$ cat src/logic/ctm_pkg.sv
// constants and types shared by the compact timer design files
// assumes a single 100 MHz clock domain and an AXI4-Lite register port
`default_nettype none
package ctm_pkg;

  typedef enum logic [1:0] {
    CTM_MODE_CMP = 2'b00,
    CTM_MODE_UND = 2'b01,
    CTM_MODE_PWM = 2'b10,
    CTM_MODE_TMR = 2'b11
  } ctm_mode_e;

  // byte addresses of the register words
  localparam logic [7:0] CTM_OFF_CTRL0 = 8'h00;
  localparam logic [7:0] CTM_OFF_CTRL1 = 8'h04;
  localparam logic [7:0] CTM_OFF_CNTL = 8'h08;
  localparam logic [7:0] CTM_OFF_CNTH = 8'h0c;
  localparam logic [7:0] CTM_OFF_CMPL = 8'h10;
  localparam logic [7:0] CTM_OFF_CMPH = 8'h14;
  localparam logic [7:0] CTM_OFF_FLAG = 8'h18;

  // control zero fields
  localparam int CTM_C0_PAUSE = 7;
  localparam int CTM_C0_CKS_LO = 4;
  localparam int CTM_C0_ON = 3;
  // control one fields
  localparam int CTM_C1_MODE_LO = 6;
  localparam int CTM_C1_IO_LO = 4;
  localparam int CTM_C1_OC = 3;
  localparam int CTM_C1_POL = 2;
  localparam int CTM_C1_DPX = 1;
  localparam int CTM_C1_CCLR = 0;
  // flag register fields
  localparam int CTM_FL_A = 0;
  localparam int CTM_FL_P = 1;

  localparam logic [7:0] CTM_CTRL_RST = 8'h00;
  localparam logic [9:0] CTM_CNT_MAX = 10'h3ff;
  localparam logic [10:0] CTM_FULL_SPAN = 11'h400;
  localparam logic [1:0] CTM_RESP_OK = 2'b00;
  localparam logic [1:0] CTM_RESP_ERR = 2'b10;

  // period value to clock count: steps of 128, zero means 1024
  function automatic logic [10:0] ctm_scale128(input logic [2:0] p);
    ctm_scale128 = (p == 3'h0) ? CTM_FULL_SPAN : {1'b0, p, 7'h00};
  endfunction

endpackage
`default_nettype wire

$ cat src/logic/ctm_axil_slave.sv
// AXI4-Lite slave front end: turns bus transfers into register strobes
// assumes the parent decodes addresses and returns read data combinationally
`default_nettype none
module ctm_axil_slave import ctm_pkg::*; #(
  parameter int ADDR_W = 8
) (
  input wire logic clk, // system clock
  input wire logic rst_n, // synchronous reset
  input wire logic [ADDR_W-1:0] s_axi_awaddr, // write address
  input wire logic s_axi_awvalid, // write address valid
  output logic s_axi_awready, // write address ready
  input wire logic [31:0] s_axi_wdata, // write data
  input wire logic [3:0] s_axi_wstrb, // write strobes
  input wire logic s_axi_wvalid, // write data valid
  output logic s_axi_wready, // write data ready
  output logic [1:0] s_axi_bresp, // write response
  output logic s_axi_bvalid, // write response valid
  input wire logic s_axi_bready, // write response ready
  input wire logic [ADDR_W-1:0] s_axi_araddr, // read address
  input wire logic s_axi_arvalid, // read address valid
  output logic s_axi_arready, // read address ready
  output logic [31:0] s_axi_rdata, // read data
  output logic [1:0] s_axi_rresp, // read response
  output logic s_axi_rvalid, // read data valid
  input wire logic s_axi_rready, // read data ready
  output logic wr_en, // register write pulse
  output logic [ADDR_W-1:0] wr_addr, // held write address
  output logic [7:0] wr_data, // low byte of write data
  output logic wr_be0, // low byte lane enabled
  input wire logic wr_ok, // write address is mapped
  output logic [ADDR_W-1:0] rd_addr, // read address to decode
  output logic rd_en, // read taken this cycle
  input wire logic [7:0] rd_data, // decoded read byte
  input wire logic rd_ok // read address is mapped
);

  logic aw_full;
  logic w_full;

  assign s_axi_awready = !aw_full;
  assign s_axi_wready = !w_full;
  // address and data may come in either order; fire once both are held
  assign wr_en = aw_full && w_full && !s_axi_bvalid;
  assign s_axi_arready = !s_axi_rvalid;
  assign rd_en = s_axi_arvalid && s_axi_arready;
  assign rd_addr = s_axi_araddr;

  always_ff @(posedge clk) begin
    if (!rst_n) begin
      aw_full <= 1'b0;
      wr_addr <= '0;
    end else if (s_axi_awvalid && s_axi_awready) begin
      aw_full <= 1'b1;
      wr_addr <= s_axi_awaddr;
    end else if (wr_en) begin
      aw_full <= 1'b0;
    end
  end

  always_ff @(posedge clk) begin
    if (!rst_n) begin
      w_full <= 1'b0;
      wr_data <= 8'h00;
      wr_be0 <= 1'b0;
    end else if (s_axi_wvalid && s_axi_wready) begin
      w_full <= 1'b1;
      wr_data <= s_axi_wdata[7:0];
      wr_be0 <= s_axi_wstrb[0];
    end else if (wr_en) begin
      w_full <= 1'b0;
    end
  end

  always_ff @(posedge clk) begin
    if (!rst_n) begin
      s_axi_bvalid <= 1'b0;
      s_axi_bresp <= CTM_RESP_OK;
    end else if (wr_en) begin
      s_axi_bvalid <= 1'b1;
      s_axi_bresp <= wr_ok ? CTM_RESP_OK : CTM_RESP_ERR;
    end else if (s_axi_bready) begin
      s_axi_bvalid <= 1'b0;
    end
  end

  always_ff @(posedge clk) begin
    if (!rst_n) begin
      s_axi_rvalid <= 1'b0;
      s_axi_rdata <= 32'h0000_0000;
      s_axi_rresp <= CTM_RESP_OK;
    end else if (rd_en) begin
      s_axi_rvalid <= 1'b1;
      s_axi_rdata <= {24'h00_0000, rd_ok ? rd_data : 8'h00};
      s_axi_rresp <= rd_ok ? CTM_RESP_OK : CTM_RESP_ERR;
    end else if (s_axi_rready) begin
      s_axi_rvalid <= 1'b0;
    end
  end

endmodule // ctm_axil_slave
`default_nettype wire

$ cat src/logic/ctm_pin_out.sv
// output pin shaper: compare-match level, PWM waveform, polarity, enable
// assumes match and start events come from the counter on the same clock
`default_nettype none
module ctm_pin_out import ctm_pkg::*; (
  input wire logic clk, // system clock
  input wire logic rst_n, // synchronous reset
  input wire ctm_mode_e mode, // operating mode
  input wire logic [1:0] io_fn, // output function bits
  input wire logic oc, // output level control
  input wire logic pol, // output invert
  input wire logic on_rise, // timer just switched on
  input wire logic a_set, // comparator A flag raised
  input wire logic pwm_active, // PWM waveform in active part
  output logic pin_out, // output pin level
  output logic pin_oe // output pin enable
);

  logic cmp_lvl;
  logic pwm_lvl;

  // only an A match moves the pin
  always_ff @(posedge clk) begin
    if (!rst_n) begin
      cmp_lvl <= 1'b0;
    end else if (on_rise) begin
      cmp_lvl <= oc;
    end else if (mode == CTM_MODE_CMP && a_set) begin
      case (io_fn)
        2'b01: cmp_lvl <= 1'b0;
        2'b10: cmp_lvl <= 1'b1;
        2'b11: cmp_lvl <= !cmp_lvl;
        default: cmp_lvl <= cmp_lvl;
      endcase
    end
  end

  always_comb begin
    case (io_fn)
      2'b01: pwm_lvl = oc;
      2'b10: pwm_lvl = pwm_active ? oc : !oc;
      default: pwm_lvl = !oc;
    endcase
  end

  // pin left free in timer mode
  always_ff @(posedge clk) begin
    if (!rst_n) begin
      pin_out <= 1'b0;
      pin_oe <= 1'b0;
    end else begin
      pin_out <= ((mode == CTM_MODE_PWM) ? pwm_lvl : cmp_lvl) ^ pol;
      pin_oe <= (mode == CTM_MODE_CMP) || (mode == CTM_MODE_PWM);
    end
  end

  chk_init_level: assert property (@(posedge clk) disable iff (!rst_n)
    on_rise |=> cmp_lvl == $past(oc))
    else $error("pin not at initial level after start");
  chk_toggle_match: assert property (@(posedge clk) disable iff (!rst_n)
    (mode == CTM_MODE_CMP && a_set && io_fn == 2'b11 && !on_rise)
    |=> cmp_lvl != $past(cmp_lvl))
    else $error("toggle on A match missing");
  chk_timer_free: assert property (@(posedge clk) disable iff (!rst_n)
    (mode == CTM_MODE_TMR) |=> !pin_oe)
    else $error("pin driven in timer mode");
  chk_pwm_forced: assert property (@(posedge clk) disable iff (!rst_n)
    (mode == CTM_MODE_PWM && io_fn == 2'b01)
    |=> pin_out == ($past(oc) ^ $past(pol)))
    else $error("forced active level wrong");

endmodule // ctm_pin_out
`default_nettype wire

$ cat src/logic/ctm_timer.sv
// compact 10-bit timer with compare output, timer and PWM modes
// assumes count_tick is a one-cycle enable from the clock-source selector
// on this clock; the selector is steered by the clk_sel output
//
// What this block does
// - count readable as low byte, high bits
// - comparator A in two read-write bytes
// - high byte bits 7..2 read zero
// - mode field picks compare, PWM, timer
// - clear-select low: P match clears, both flags
// - clear-select high: A clears, no P flag
// - A zero: overflow at 3FF, no flag
// - compare mode pin moves only on A
// - A match sets, clears or toggles pin
// - on-bit rise loads initial pin level
// - timer mode like compare, pin undriven
// - PWM ignores clear-select, swap picks roles
// - swap zero: period from P, duty A
// - swap one: period A, duty from P
// - duty at least period gives full duty
// - PWM flags on A and P matches
// - PWM level control sets active level
// - polarity bit inverts pin waveform
// - PWM counting continues while pin forced
// - each counter clear starts PWM period
// - compare functions: none, low, high, toggle
// - PWM functions: inactive, active, waveform
// - on rise zeroes count, off holds it
// - level bit: initial or active level
`default_nettype none
module ctm_timer import ctm_pkg::*; #(
  parameter int ADDR_W = 8
) (
  input wire logic clk, // system clock, 100 MHz
  input wire logic rst_n, // synchronous reset
  input wire logic [ADDR_W-1:0] s_axi_awaddr, // write address
  input wire logic s_axi_awvalid, // write address valid
  output logic s_axi_awready, // write address ready
  input wire logic [31:0] s_axi_wdata, // write data
  input wire logic [3:0] s_axi_wstrb, // write strobes
  input wire logic s_axi_wvalid, // write data valid
  output logic s_axi_wready, // write data ready
  output logic [1:0] s_axi_bresp, // write response
  output logic s_axi_bvalid, // write response valid
  input wire logic s_axi_bready, // write response ready
  input wire logic [ADDR_W-1:0] s_axi_araddr, // read address
  input wire logic s_axi_arvalid, // read address valid
  output logic s_axi_arready, // read address ready
  output logic [31:0] s_axi_rdata, // read data
  output logic [1:0] s_axi_rresp, // read response
  output logic s_axi_rvalid, // read data valid
  input wire logic s_axi_rready, // read data ready
  input wire logic count_tick, // timer clock enable pulse
  output logic [2:0] clk_sel, // clock source select
  output logic timer_out, // output pin level
  output logic timer_out_en // output pin enable
);

  ////////////////////////////////////////////////////////////////////////
  // bus front end

  logic wr_en;
  logic [ADDR_W-1:0] wr_addr;
  logic [7:0] wr_data;
  logic wr_be0;
  logic wr_ok;
  logic [ADDR_W-1:0] rd_addr;
  logic rd_en;
  logic [7:0] rd_data;
  logic rd_ok;

  ctm_axil_slave #(.ADDR_W(ADDR_W)) u_bus (
    .clk(clk),
    .rst_n(rst_n),
    .s_axi_awaddr(s_axi_awaddr),
    .s_axi_awvalid(s_axi_awvalid),
    .s_axi_awready(s_axi_awready),
    .s_axi_wdata(s_axi_wdata),
    .s_axi_wstrb(s_axi_wstrb),
    .s_axi_wvalid(s_axi_wvalid),
    .s_axi_wready(s_axi_wready),
    .s_axi_bresp(s_axi_bresp),
    .s_axi_bvalid(s_axi_bvalid),
    .s_axi_bready(s_axi_bready),
    .s_axi_araddr(s_axi_araddr),
    .s_axi_arvalid(s_axi_arvalid),
    .s_axi_arready(s_axi_arready),
    .s_axi_rdata(s_axi_rdata),
    .s_axi_rresp(s_axi_rresp),
    .s_axi_rvalid(s_axi_rvalid),
    .s_axi_rready(s_axi_rready),
    .wr_en(wr_en),
    .wr_addr(wr_addr),
    .wr_data(wr_data),
    .wr_be0(wr_be0),
    .wr_ok(wr_ok),
    .rd_addr(rd_addr),
    .rd_en(rd_en),
    .rd_data(rd_data),
    .rd_ok(rd_ok)
  );

  function automatic logic is_mapped(input logic [ADDR_W-1:0] a);
    case (8'(a))
      CTM_OFF_CTRL0, CTM_OFF_CTRL1, CTM_OFF_CNTL, CTM_OFF_CNTH,
      CTM_OFF_CMPL, CTM_OFF_CMPH, CTM_OFF_FLAG: is_mapped = 1'b1;
      default: is_mapped = 1'b0;
    endcase
  endfunction

  assign wr_ok = is_mapped(wr_addr) && (ADDR_W'(8'(wr_addr)) == wr_addr);
  assign rd_ok = is_mapped(rd_addr) && (ADDR_W'(8'(rd_addr)) == rd_addr);

  logic wr_go;
  assign wr_go = wr_en && wr_ok && wr_be0;

  ////////////////////////////////////////////////////////////////////////
  // software registers

  logic [7:0] ctrl0;
  logic [7:0] ctrl1;
  logic [9:0] cmpa;
  logic [9:0] cnt;
  logic flag_a;
  logic flag_p;

  always_ff @(posedge clk) begin
    if (!rst_n) begin
      ctrl0 <= CTM_CTRL_RST;
    end else if (wr_go && 8'(wr_addr) == CTM_OFF_CTRL0) begin
      ctrl0 <= wr_data;
    end
  end

  always_ff @(posedge clk) begin
    if (!rst_n) begin
      ctrl1 <= CTM_CTRL_RST;
    end else if (wr_go && 8'(wr_addr) == CTM_OFF_CTRL1) begin
      ctrl1 <= wr_data;
    end
  end

  always_ff @(posedge clk) begin
    if (!rst_n) begin
      cmpa <= 10'h000;
    end else if (wr_go && 8'(wr_addr) == CTM_OFF_CMPL) begin
      cmpa[7:0] <= wr_data;
    end else if (wr_go && 8'(wr_addr) == CTM_OFF_CMPH) begin
      cmpa[9:8] <= wr_data[1:0];
    end
  end

  logic tm_on;
  logic pause;
  logic [2:0] rp;
  ctm_mode_e mode;
  logic [1:0] io_fn;
  logic oc;
  logic pol;
  logic dpx;
  logic cclr;

  assign pause = ctrl0[CTM_C0_PAUSE];
  assign clk_sel = ctrl0[CTM_C0_CKS_LO +: 3];
  assign tm_on = ctrl0[CTM_C0_ON];
  assign rp = ctrl0[2:0];
  assign mode = ctm_mode_e'(ctrl1[CTM_C1_MODE_LO +: 2]);
  assign io_fn = ctrl1[CTM_C1_IO_LO +: 2];
  assign oc = ctrl1[CTM_C1_OC];
  assign pol = ctrl1[CTM_C1_POL];
  assign dpx = ctrl1[CTM_C1_DPX];
  assign cclr = ctrl1[CTM_C1_CCLR];

  // read mux, unused high bits zero
  always_comb begin
    case (8'(rd_addr))
      CTM_OFF_CTRL0: rd_data = ctrl0;
      CTM_OFF_CTRL1: rd_data = ctrl1;
      CTM_OFF_CNTL: rd_data = cnt[7:0];
      CTM_OFF_CNTH: rd_data = {6'h00, cnt[9:8]};
      CTM_OFF_CMPL: rd_data = cmpa[7:0];
      CTM_OFF_CMPH: rd_data = {6'h00, cmpa[9:8]};
      CTM_OFF_FLAG: rd_data = {6'h00, flag_p, flag_a};
      default: rd_data = 8'h00;
    endcase
  end

  ////////////////////////////////////////////////////////////////////////
  // counter and comparators

  logic on_prev;
  logic on_rise;
  logic cnt_step;
  logic [9:0] cnt_inc;
  logic a_hit;
  logic p_hit;
  logic is_pwm;
  logic cnt_clr;
  logic a_set;
  logic p_set;

  always_ff @(posedge clk) begin
    if (!rst_n) begin
      on_prev <= 1'b0;
    end else begin
      on_prev <= tm_on;
    end
  end

  assign on_rise = tm_on && !on_prev;
  // the start cycle itself never counts, so a restart always reads zero
  // stepping never looks at the output function
  assign cnt_step = tm_on && !on_rise && !pause && count_tick;
  assign cnt_inc = cnt + 10'h001;
  assign is_pwm = (mode == CTM_MODE_PWM);

  // match on the value being entered
  // an all-zero A never matches, the count just wraps
  assign a_hit = (cnt_inc == cmpa) && (cmpa != 10'h000);
  assign p_hit = (rp == 3'h0) ? (cnt == CTM_CNT_MAX)
               : (cnt_inc[9:7] == rp && cnt_inc[6:0] == 7'h00);

  // clear source by mode, then swap bit (PWM) or clear-select (other modes)
  assign cnt_clr = is_pwm ? (dpx ? a_hit : p_hit)
                          : (cclr ? a_hit : p_hit);

  // start zeroes, off holds residual count
  // a clear starts the next period
  always_ff @(posedge clk) begin
    if (!rst_n) begin
      cnt <= 10'h000;
    end else if (on_rise) begin
      cnt <= 10'h000;
    end else if (cnt_step) begin
      cnt <= cnt_clr ? 10'h000 : cnt_inc;
    end
  end

  // no P flag with clear-select high, except in PWM mode
  assign a_set = cnt_step && a_hit;
  assign p_set = cnt_step && p_hit && (is_pwm || !cclr);

  logic clr_a;
  logic clr_p;
  assign clr_a = wr_go && 8'(wr_addr) == CTM_OFF_FLAG && wr_data[CTM_FL_A];
  assign clr_p = wr_go && 8'(wr_addr) == CTM_OFF_FLAG && wr_data[CTM_FL_P];

  // write one to clear; a match in the same cycle wins
  always_ff @(posedge clk) begin
    if (!rst_n) begin
      flag_a <= 1'b0;
    end else if (a_set) begin
      flag_a <= 1'b1;
    end else if (clr_a) begin
      flag_a <= 1'b0;
    end
  end

  always_ff @(posedge clk) begin
    if (!rst_n) begin
      flag_p <= 1'b0;
    end else if (p_set) begin
      flag_p <= 1'b1;
    end else if (clr_p) begin
      flag_p <= 1'b0;
    end
  end

  ////////////////////////////////////////////////////////////////////////
  // PWM period and duty

  logic [10:0] period_len;
  logic [10:0] duty_len;
  logic pwm_active;

  // period and duty by swap bit
  assign period_len = dpx ? ((cmpa == 10'h000) ? CTM_FULL_SPAN
                                               : {1'b0, cmpa})
                          : ctm_scale128(rp);
  assign duty_len = dpx ? ctm_scale128(rp) : {1'b0, cmpa};
  // duty not below period stays active
  assign pwm_active = ({1'b0, cnt} < duty_len) || (duty_len >= period_len);

  ////////////////////////////////////////////////////////////////////////
  // output pin

  ctm_pin_out u_pin (
    .clk(clk),
    .rst_n(rst_n),
    .mode(mode),
    .io_fn(io_fn),
    .oc(oc),
    .pol(pol),
    .on_rise(on_rise),
    .a_set(a_set),
    .pwm_active(pwm_active),
    .pin_out(timer_out),
    .pin_oe(timer_out_en)
  );

  ////////////////////////////////////////////////////////////////////////
  // checks

  chk_start_zero: assert property (@(posedge clk) disable iff (!rst_n)
    on_rise |=> cnt == 10'h000)
    else $error("count not zero after start");
  chk_off_holds: assert property (@(posedge clk) disable iff (!rst_n)
    (!tm_on && $past(!tm_on)) |=> $stable(cnt))
    else $error("count moved while off");
  chk_p_clears: assert property (@(posedge clk) disable iff (!rst_n)
    (cnt_step && !is_pwm && !cclr && p_hit)
    |=> cnt == 10'h000 && flag_p)
    else $error("P match did not clear and flag");
  chk_a_clears: assert property (@(posedge clk) disable iff (!rst_n)
    (cnt_step && !is_pwm && cclr && a_hit)
    |=> cnt == 10'h000 && flag_a)
    else $error("A match did not clear and flag");
  chk_no_p_flag: assert property (@(posedge clk) disable iff (!rst_n)
    (!is_pwm && cclr && !flag_p) |=> !flag_p)
    else $error("P flag raised with clear-select high");
  chk_wrap_noflag: assert property (@(posedge clk) disable iff (!rst_n)
    (cnt_step && cclr && cmpa == 10'h000 && cnt == CTM_CNT_MAX)
    |-> !a_set ##1 cnt == 10'h000)
    else $error("overflow with zero A misbehaved");
  chk_pwm_period: assert property (@(posedge clk) disable iff (!rst_n)
    (cnt_step && is_pwm && !dpx && rp != 3'h0)
    |-> ({1'b0, cnt} < ctm_scale128(rp)))
    else $error("PWM count passed its period");
  chk_pwm_flags: assert property (@(posedge clk) disable iff (!rst_n)
    (cnt_step && is_pwm && p_hit) |=> flag_p)
    else $error("PWM P match flag missing");
  chk_read_answer: assert property (@(posedge clk) disable iff (!rst_n)
    rd_en |=> s_axi_rvalid)
    else $error("read not answered next cycle");

  cov_cmp_toggle: cover property (@(posedge clk) disable iff (!rst_n)
    mode == CTM_MODE_CMP && a_set && io_fn == 2'b11);
  cov_pwm_swap: cover property (@(posedge clk) disable iff (!rst_n)
    is_pwm && dpx && cnt_step && a_hit);
  cov_flag_race: cover property (@(posedge clk) disable iff (!rst_n)
    a_set && clr_a);

endmodule // ctm_timer
`default_nettype wire

$ cat config.mk
export PLATFORM = sky130hd
export DESIGN_NAME = ctm_timer
export DESIGN_NICKNAME = d
export VERILOG_FILES = /design/src/logic/ctm_pkg.sv /design/src/logic/ctm_axil_slave.sv /design/src/logic/ctm_pin_out.sv /design/src/logic/ctm_timer.sv
export SDC_FILE = /design/constraint.sdc
export NUM_CORES = 1
export LEC_CHECK = 0
export ABC_AREA = 1
export BUFFER_PORTS_ARGS = -buffer_cell sky130_fd_sc_hd__buf_2
export CORE_MARGIN = 3
export CORE_UTILIZATION = 49
export DETAILED_ROUTE_END_ITERATION = 12
export PLACE_DENSITY = 0.83
export SLEW_MARGIN = 0
export SYNTH_ARGS = -nofsm -noshare
export SYNTH_HDL_FRONTEND = slang
export SYNTH_SLANG_ARGS = --single-unit
export TNS_END_PERCENT = 10
$ cat constraint.sdc
create_clock -name clk -period 3 [get_ports clk]
set_clock_uncertainty 0.15 [all_clocks]
set_input_delay 0.9 -clock clk [delete_from_list [all_inputs] [get_ports clk]]
set_output_delay 0.9 -clock clk [all_outputs]
set_load 0.02 [all_outputs]
# Yosys cells after proc, flatten, opt, wreduce, memory -nomap -nowiden
# Cells that the tools add are included.
[word_totals]
regBits = 75
in_bits = 60
output_inout_bits = 46
[op_classes]
reduce_logical = 57
bitwise = 3
add_sub_neg = 1
n_lt_le_gt_ge = 2
eq_ne = 19
muxes = 32
[ops]
columns = ["cell", "n"]
rows = [
  ["$pmux 8 s7", 1],
  ["$eq 8x5->1 const B", 6],
  ["$mux 11", 4],
  ["$eq 8x4->1 const B", 4],
  ["$logic_and 1x1->1", 24],
  ["$mux 1", 21],
  ["$eq 8x3->1 const B", 2],
  ["$logic_not 8->1", 2],
  ["$reduce_bool 2->1", 7],
  ["$reduce_or 7->1", 2],
  ["$ge 11x11->1", 1],
  ["$lt 10x11->1", 1],
  ["$add 10x1->10 const B", 1],
  ["$eq 10x10->1", 1],
  ["$eq 10x10->1 const B", 1],
  ["$logic_not 1->1", 10],
  ["$logic_not 10->1", 1],
  ["$mux 10", 1],
  ["$reduce_bool 10->1", 1],
  ["$mux 8", 1],
  ["$logic_not 7->1", 1],
  ["$eq 2x2->1 const B", 3],
  ["$mux 2", 2],
  ["$reduce_and 2->1", 2],
  ["11 further kinds", 14],
]

# Depth between registers and ports, before layout
[depth]
word_depth = 10
mapped_depth = 18
ltp_nobuf = 18

# Hierarchy
# A second synthesis with hierarchy kept.
[unflattened]
hier_cells = 698
hier_area_um2 = 4644.5
[modules_own_cells]
columns = ["module", "n_inst", "cells_per_inst", "area_per_inst_um2"]
rows = [
  ["ctm_timer", 1, 458, 2945.3],
  ["ctm_axil_slave", 1, 199, 1442.6],
  ["ctm_pin_out", 1, 41, 256.5],
]

# Worst setup path before layout
# Ideal clock, no wire load.
[synth_timing]
kind = "reg-to-reg"
from = "register ctrl1[1]"
to = "register u_pin.pin_out"
arrival_ns = 1.909
path_buffers = 1
synth_period_minus_slack_ns = 2.174
path_stages_with_launch = 17
setup_ns = 0.115
slack_ns = 0.826
required_time_ns = 2.735
cell_sequence = "dfxtp_1 -> inv_1 -> buf_2 -> a21oi_1 -> inv_1 -> ha_1 -> a21o_1 -> nand3_1 -> nand2_1 -> nor2_1 -> nand2_1 -> nand3_1 -> nand3_1 -> nand2_1 -> nand2_1 -> a21oi_1 -> nor2_1"
[synth_between]
elab_chain_cells = 7
[synth_lines]
columns = ["element", "line", "rtl"]
rows = [
  ["start: declaration", "ctm_timer.sv:121", "logic [7:0] ctrl1;"],
  ["start signal: assignment", "ctm_timer.sv:139", "ctrl1 <= wr_data;"],
  ["$mux 11, on equally long branches", "ctm_timer.sv:280, ctm_timer.sv:277", ""],
  ["$lt 10x11->1 / $ge 11x11->1 (equally long branches)", "ctm_timer.sv:282", "assign pwm_active = ({1'b0, cnt} < duty_len) || (duty_len >= period_len);"],
  ["$logic_or 1x1->1 *", "ctm_timer.sv:282", ""],
  ["$mux 1 *", "ctm_pin_out.sv:40", "2'b10: pwm_lvl = pwm_active ? oc : !oc;"],
  ["$pmux 1 s2 *", "ctm_pin_out.sv:38", "case (io_fn)"],
  ["$mux 1 *", "ctm_pin_out.sv:51", "pin_out <= ((mode == CTM_MODE_PWM) ? pwm_lvl : cmp_lvl) ^ pol;"],
  ["$xor 1x1->1 *", "ctm_pin_out.sv:51", ""],
  ["end signal: assignment", "ctm_pin_out.sv:51", ""],
  ["end: declaration", "ctm_pin_out.sv:14", "output logic pin_out,"],
]
# Every way passes the cells marked *; elsewhere a longest branch is shown, timed or not.
# A chain may end at the register's enable or synchronous reset.

# Final worst setup path
[layout_timing]
from = "register cmpa[5]"
to = "register u_pin.pin_out"
[layout_between]
elab_chain_cells = 9
[layout_lines]
columns = ["element", "line", "rtl"]
rows = [
  ["start: declaration", "ctm_timer.sv:122", "logic [9:0] cmpa;"],
  ["start signal: assignment", "ctm_timer.sv:147", "cmpa[7:0] <= wr_data;"],
  ["$logic_not 10->1", "ctm_timer.sv:277", "assign period_len = dpx ? ((cmpa == 10'h000) ? CTM_FULL_SPAN"],
  ["$mux 11 (2 in series)", "ctm_timer.sv:277", ""],
  ["$ge 11x11->1", "ctm_timer.sv:282", ""],
  ["$logic_or 1x1->1 *", "ctm_timer.sv:282", ""],
  ["$mux 1 *", "ctm_pin_out.sv:40", ""],
  ["$pmux 1 s2 *", "ctm_pin_out.sv:38", ""],
  ["$mux 1 *", "ctm_pin_out.sv:51", ""],
  ["$xor 1x1->1 *", "ctm_pin_out.sv:51", ""],
]
# Marks and branches as above.

==> flow_summary.toml <==
[detailed_routing]
viasPerCell = 5.53
ant_nets = 0
met1_length_um = 5490
top_layer_used = "met4"
post-route-drc-count = 0
wl_met3_um = 1200
first_pass_iters = 5
wire_per_inst_um = 15.2
vias = 4587
drt-total-wl_um = 12600
drt_iter0_drc = 424
routed-wl-met2_um = 5550

[timing]
max_slew_margin = 0.629
setup_viol = 0
slew_viol_final = 0
fmax_ghz = 0.372
finalCritPeriodShare = 0.896
finalSetupTns_ns = 0
hold_viol_final = 0
fin_crit_ns = 2.69
grt_setup_unrepaired = "no"
tightest_slew_ns = 0.555
fin_ws_ns = 0.313

[global_routing]
grt_pass1_vias = 4145
grt_use_total = 0.251
grt_overflow = 0
grt_max_degree = 40
antenna_found_initial = 0
grt_pass1_wl_um = 20400

[layout]
area_delta_synth_final_pct = 9.05
layout.nets = 794
num_antenna_cells = 0
layout-drive-gt1-share = 0.160

[yosys]
synth_seq_cells = 73
synth-edff-count = 0
ys_types = 40
ys_top_cells_by_area = "dfxtp_1, nand2_1, a21oi_1"
synthArstFlopShare = 0
syn_area_per_cell_sq_um = 6.76
netlist_instances = 667
netlist_area_sq_um = 4510
synthFlopType = "dfxtp_1"
ys_seq_area_frac = 0.324
synth_area_leader_cell = "dfxtp_1"
synth.top_cell.area_share = 0.324
yosys_warnings = 0

[worst_setup_path]
crit_fanout = 5
crit_path_end_kind = "flip-flop"
crit_required_ns = 3.12
r2r_cells = 16
timing.rr.end = "u_pin.pin_out"
r2r_slack_ns = 0.31
worstSetupStartpointType = "flip-flop"
startpoint = "cmpa[5]"
cp.arrival_ns = 2.80
r2r_start = "cmpa[5]"
setup.worst_path.class = "flip-flop to flip-flop"

[worst_hold_path]
hp-class = "flip-flop to flip-flop"
worstHoldEndpoint = "u_bus.wr_addr[0]"
holdPathStages = 2
holdCritStartpoint = "u_bus.wr_addr[0]"

[floorplanning]
core_sq_um = 8850
dieWidth_um = 102
start_util = 0.510
io_pins = 106
rows = 34
die-height_um = 102
fp.dieArea_sq_um = 10400

[clock_network]
insertion_delay_ns = 0.36
clk_pin_slew_ns = 0.09
hold_buffers = 0
cts_tree = "yes"
cts-resized-gates = 0
htree_levels = 3
clock_tree.root_cell = "clkbuf_8"
post_cts.repair.setup_buffers = 0
numCtsBuffers = 9
cts.sinks = 73
ctsLongestPathBuffers = 2

[place]
port_buffers = 52
hpwl_um = 9790
place_ws_ns = 0.334
place.gp.congestion = 1.03

[power]
power_density_nw_per_um2 = 384
peakVddDrop_uv = 218
leakage_uw = 0.00210

[job]
max_cap_violations = 0

[run_status]
status = "complete, no violations"
==> worst max-delay path by stage <==
stage	end	slack, ns
after global placement	u_pin.pin_out	0.40
after CTS	u_pin.pin_out	0.32
after detailed placement	u_pin.pin_out	0.33
after global routing	u_pin.pin_out	0.08
after floorplan	u_pin.pin_out	0.83
final	u_pin.pin_out	0.31
==> synth_stat cells (4+ instances only) <==
| library cell | instances |
|---|---|
| a211oi_1 | 9 |
| a21oi_1 | 67 |
| buf_4 | 30 |
| clkbuf_1 | 9 |
| dfxtp_1 | 73 |
| ha_1 | 18 |
| inv_1 | 75 |
| inv_2 | 7 |
| nand2_1 | 125 |
| nand2_2 | 15 |
| nand3_1 | 46 |
| nand3_2 | 4 |
| nand4_1 | 7 |
| nor2_1 | 69 |
| nor2_4 | 6 |
| nor3_1 | 7 |
| o21ai_0 | 57 |
| o22ai_1 | 11 |
==> flip-flops by register name, indices dropped and copies added, names as in the netlist, 8 cells and up <==
signal	flops
u_bus.wr_data	8
cnt	10
ctrl1	8
cmpa	10
u_bus.s_axi_rdata	8
ctrl0	8
u_bus.wr_addr	8
==> critical path: stages, from the launching register on <==
cell and delay, ns:
dfxtp_1 0.36, inv_1 0.27, nand3_1 0.12, nor2_1 0.18, a31oi_1 0.13, ha_1 0.30
a21oi_1 0.14, o21a_1 0.14, nand2_1 0.05, nor2_1 0.21, nand2_1 0.09, nand2_1 0.07
nand3_1 0.06, nand2_1 0.07, nand2_1 0.07, a21oi_1 0.13, nor2_1 0.06
==> layout by cell type (no fill, tap or decap), types with 3 or more instances in the layout <==
cell,instances
a21oi_1,67
buf_2,52
ha_1,18
nand4_1,7
inv_2,7
clkbuf_8,9
nor2_4,6
nor2_1,69
nor3_1,7
o21ai_0,57
inv_1,75
nand3_1,46
a211oi_1,9
dfxtp_1,72
o22ai_1,11
buf_4,4
conb_1,26
nand2_1,125
nor2_2,3
nand3_2,4
nand2_2,15
==> logic make-up (layout without fill, tap and decap cells) <==
| family | count (synthesis) | after routing | share of synthesized area |
|---|---|---|---|
| simple gates | 290 | 290 | 0.297 |
| compound gates | 158 | 158 | 0.194 |
| buf+inv | 126 | 155 | 0.132 |
| flops | 73 | 73 | 0.324 |
| fa+ha+maj | 18 | 18 | 0.0499 |
| other cells | 1 | 26 | 0.000832 |
| xor+xnor | 1 | 1 | 0.00194 |
==> routing by layer <==
layer	vias up	global-route usage
li1	2251	-
met1	2029	0.346
met2	271	0.388
met3	36	0.0471
met4	0	0.104
met5	-	0
==> stage by stage <==
step	utilization	instances	hold slack (ns)	cell area, sq um	total power, uW
after global routing	0.556	829	0.322	4920	1960
after global placement	0.536	813	0.278	4740	1200
after detailed placement	0.536	813	0.286	4740	1210
final	0.556	829	0.296	4920	1890
after CTS	0.556	829	0.297	4920	1890
after floorplan	-	692	0.273	4600	1180
==> where the power goes <==
| group | internal (uW) | total, uW | leakage (uW) | switching, uW |
|---|---|---|---|---|
| Clock | 303 | 701 | 0.0000866 | 398 |
| Sequential | 994 | 1010 | 0.000594 | 18.2 |
| Combinational | 49.0 | 176 | 0.00142 | 127 |
==> area by class of cell <==
class                           count  area (sq um)
Fill cell                         850          3930
Multi-Input combinational cell    493          2550
Sequential cell                    73          1460
Inverter                           83           312
Timing Repair Buffer               56           290
Tap cell                          108           135
Clock buffer                       10           128
Clock inverter                      6          43.8
Power figures use the tool's default switching activity.
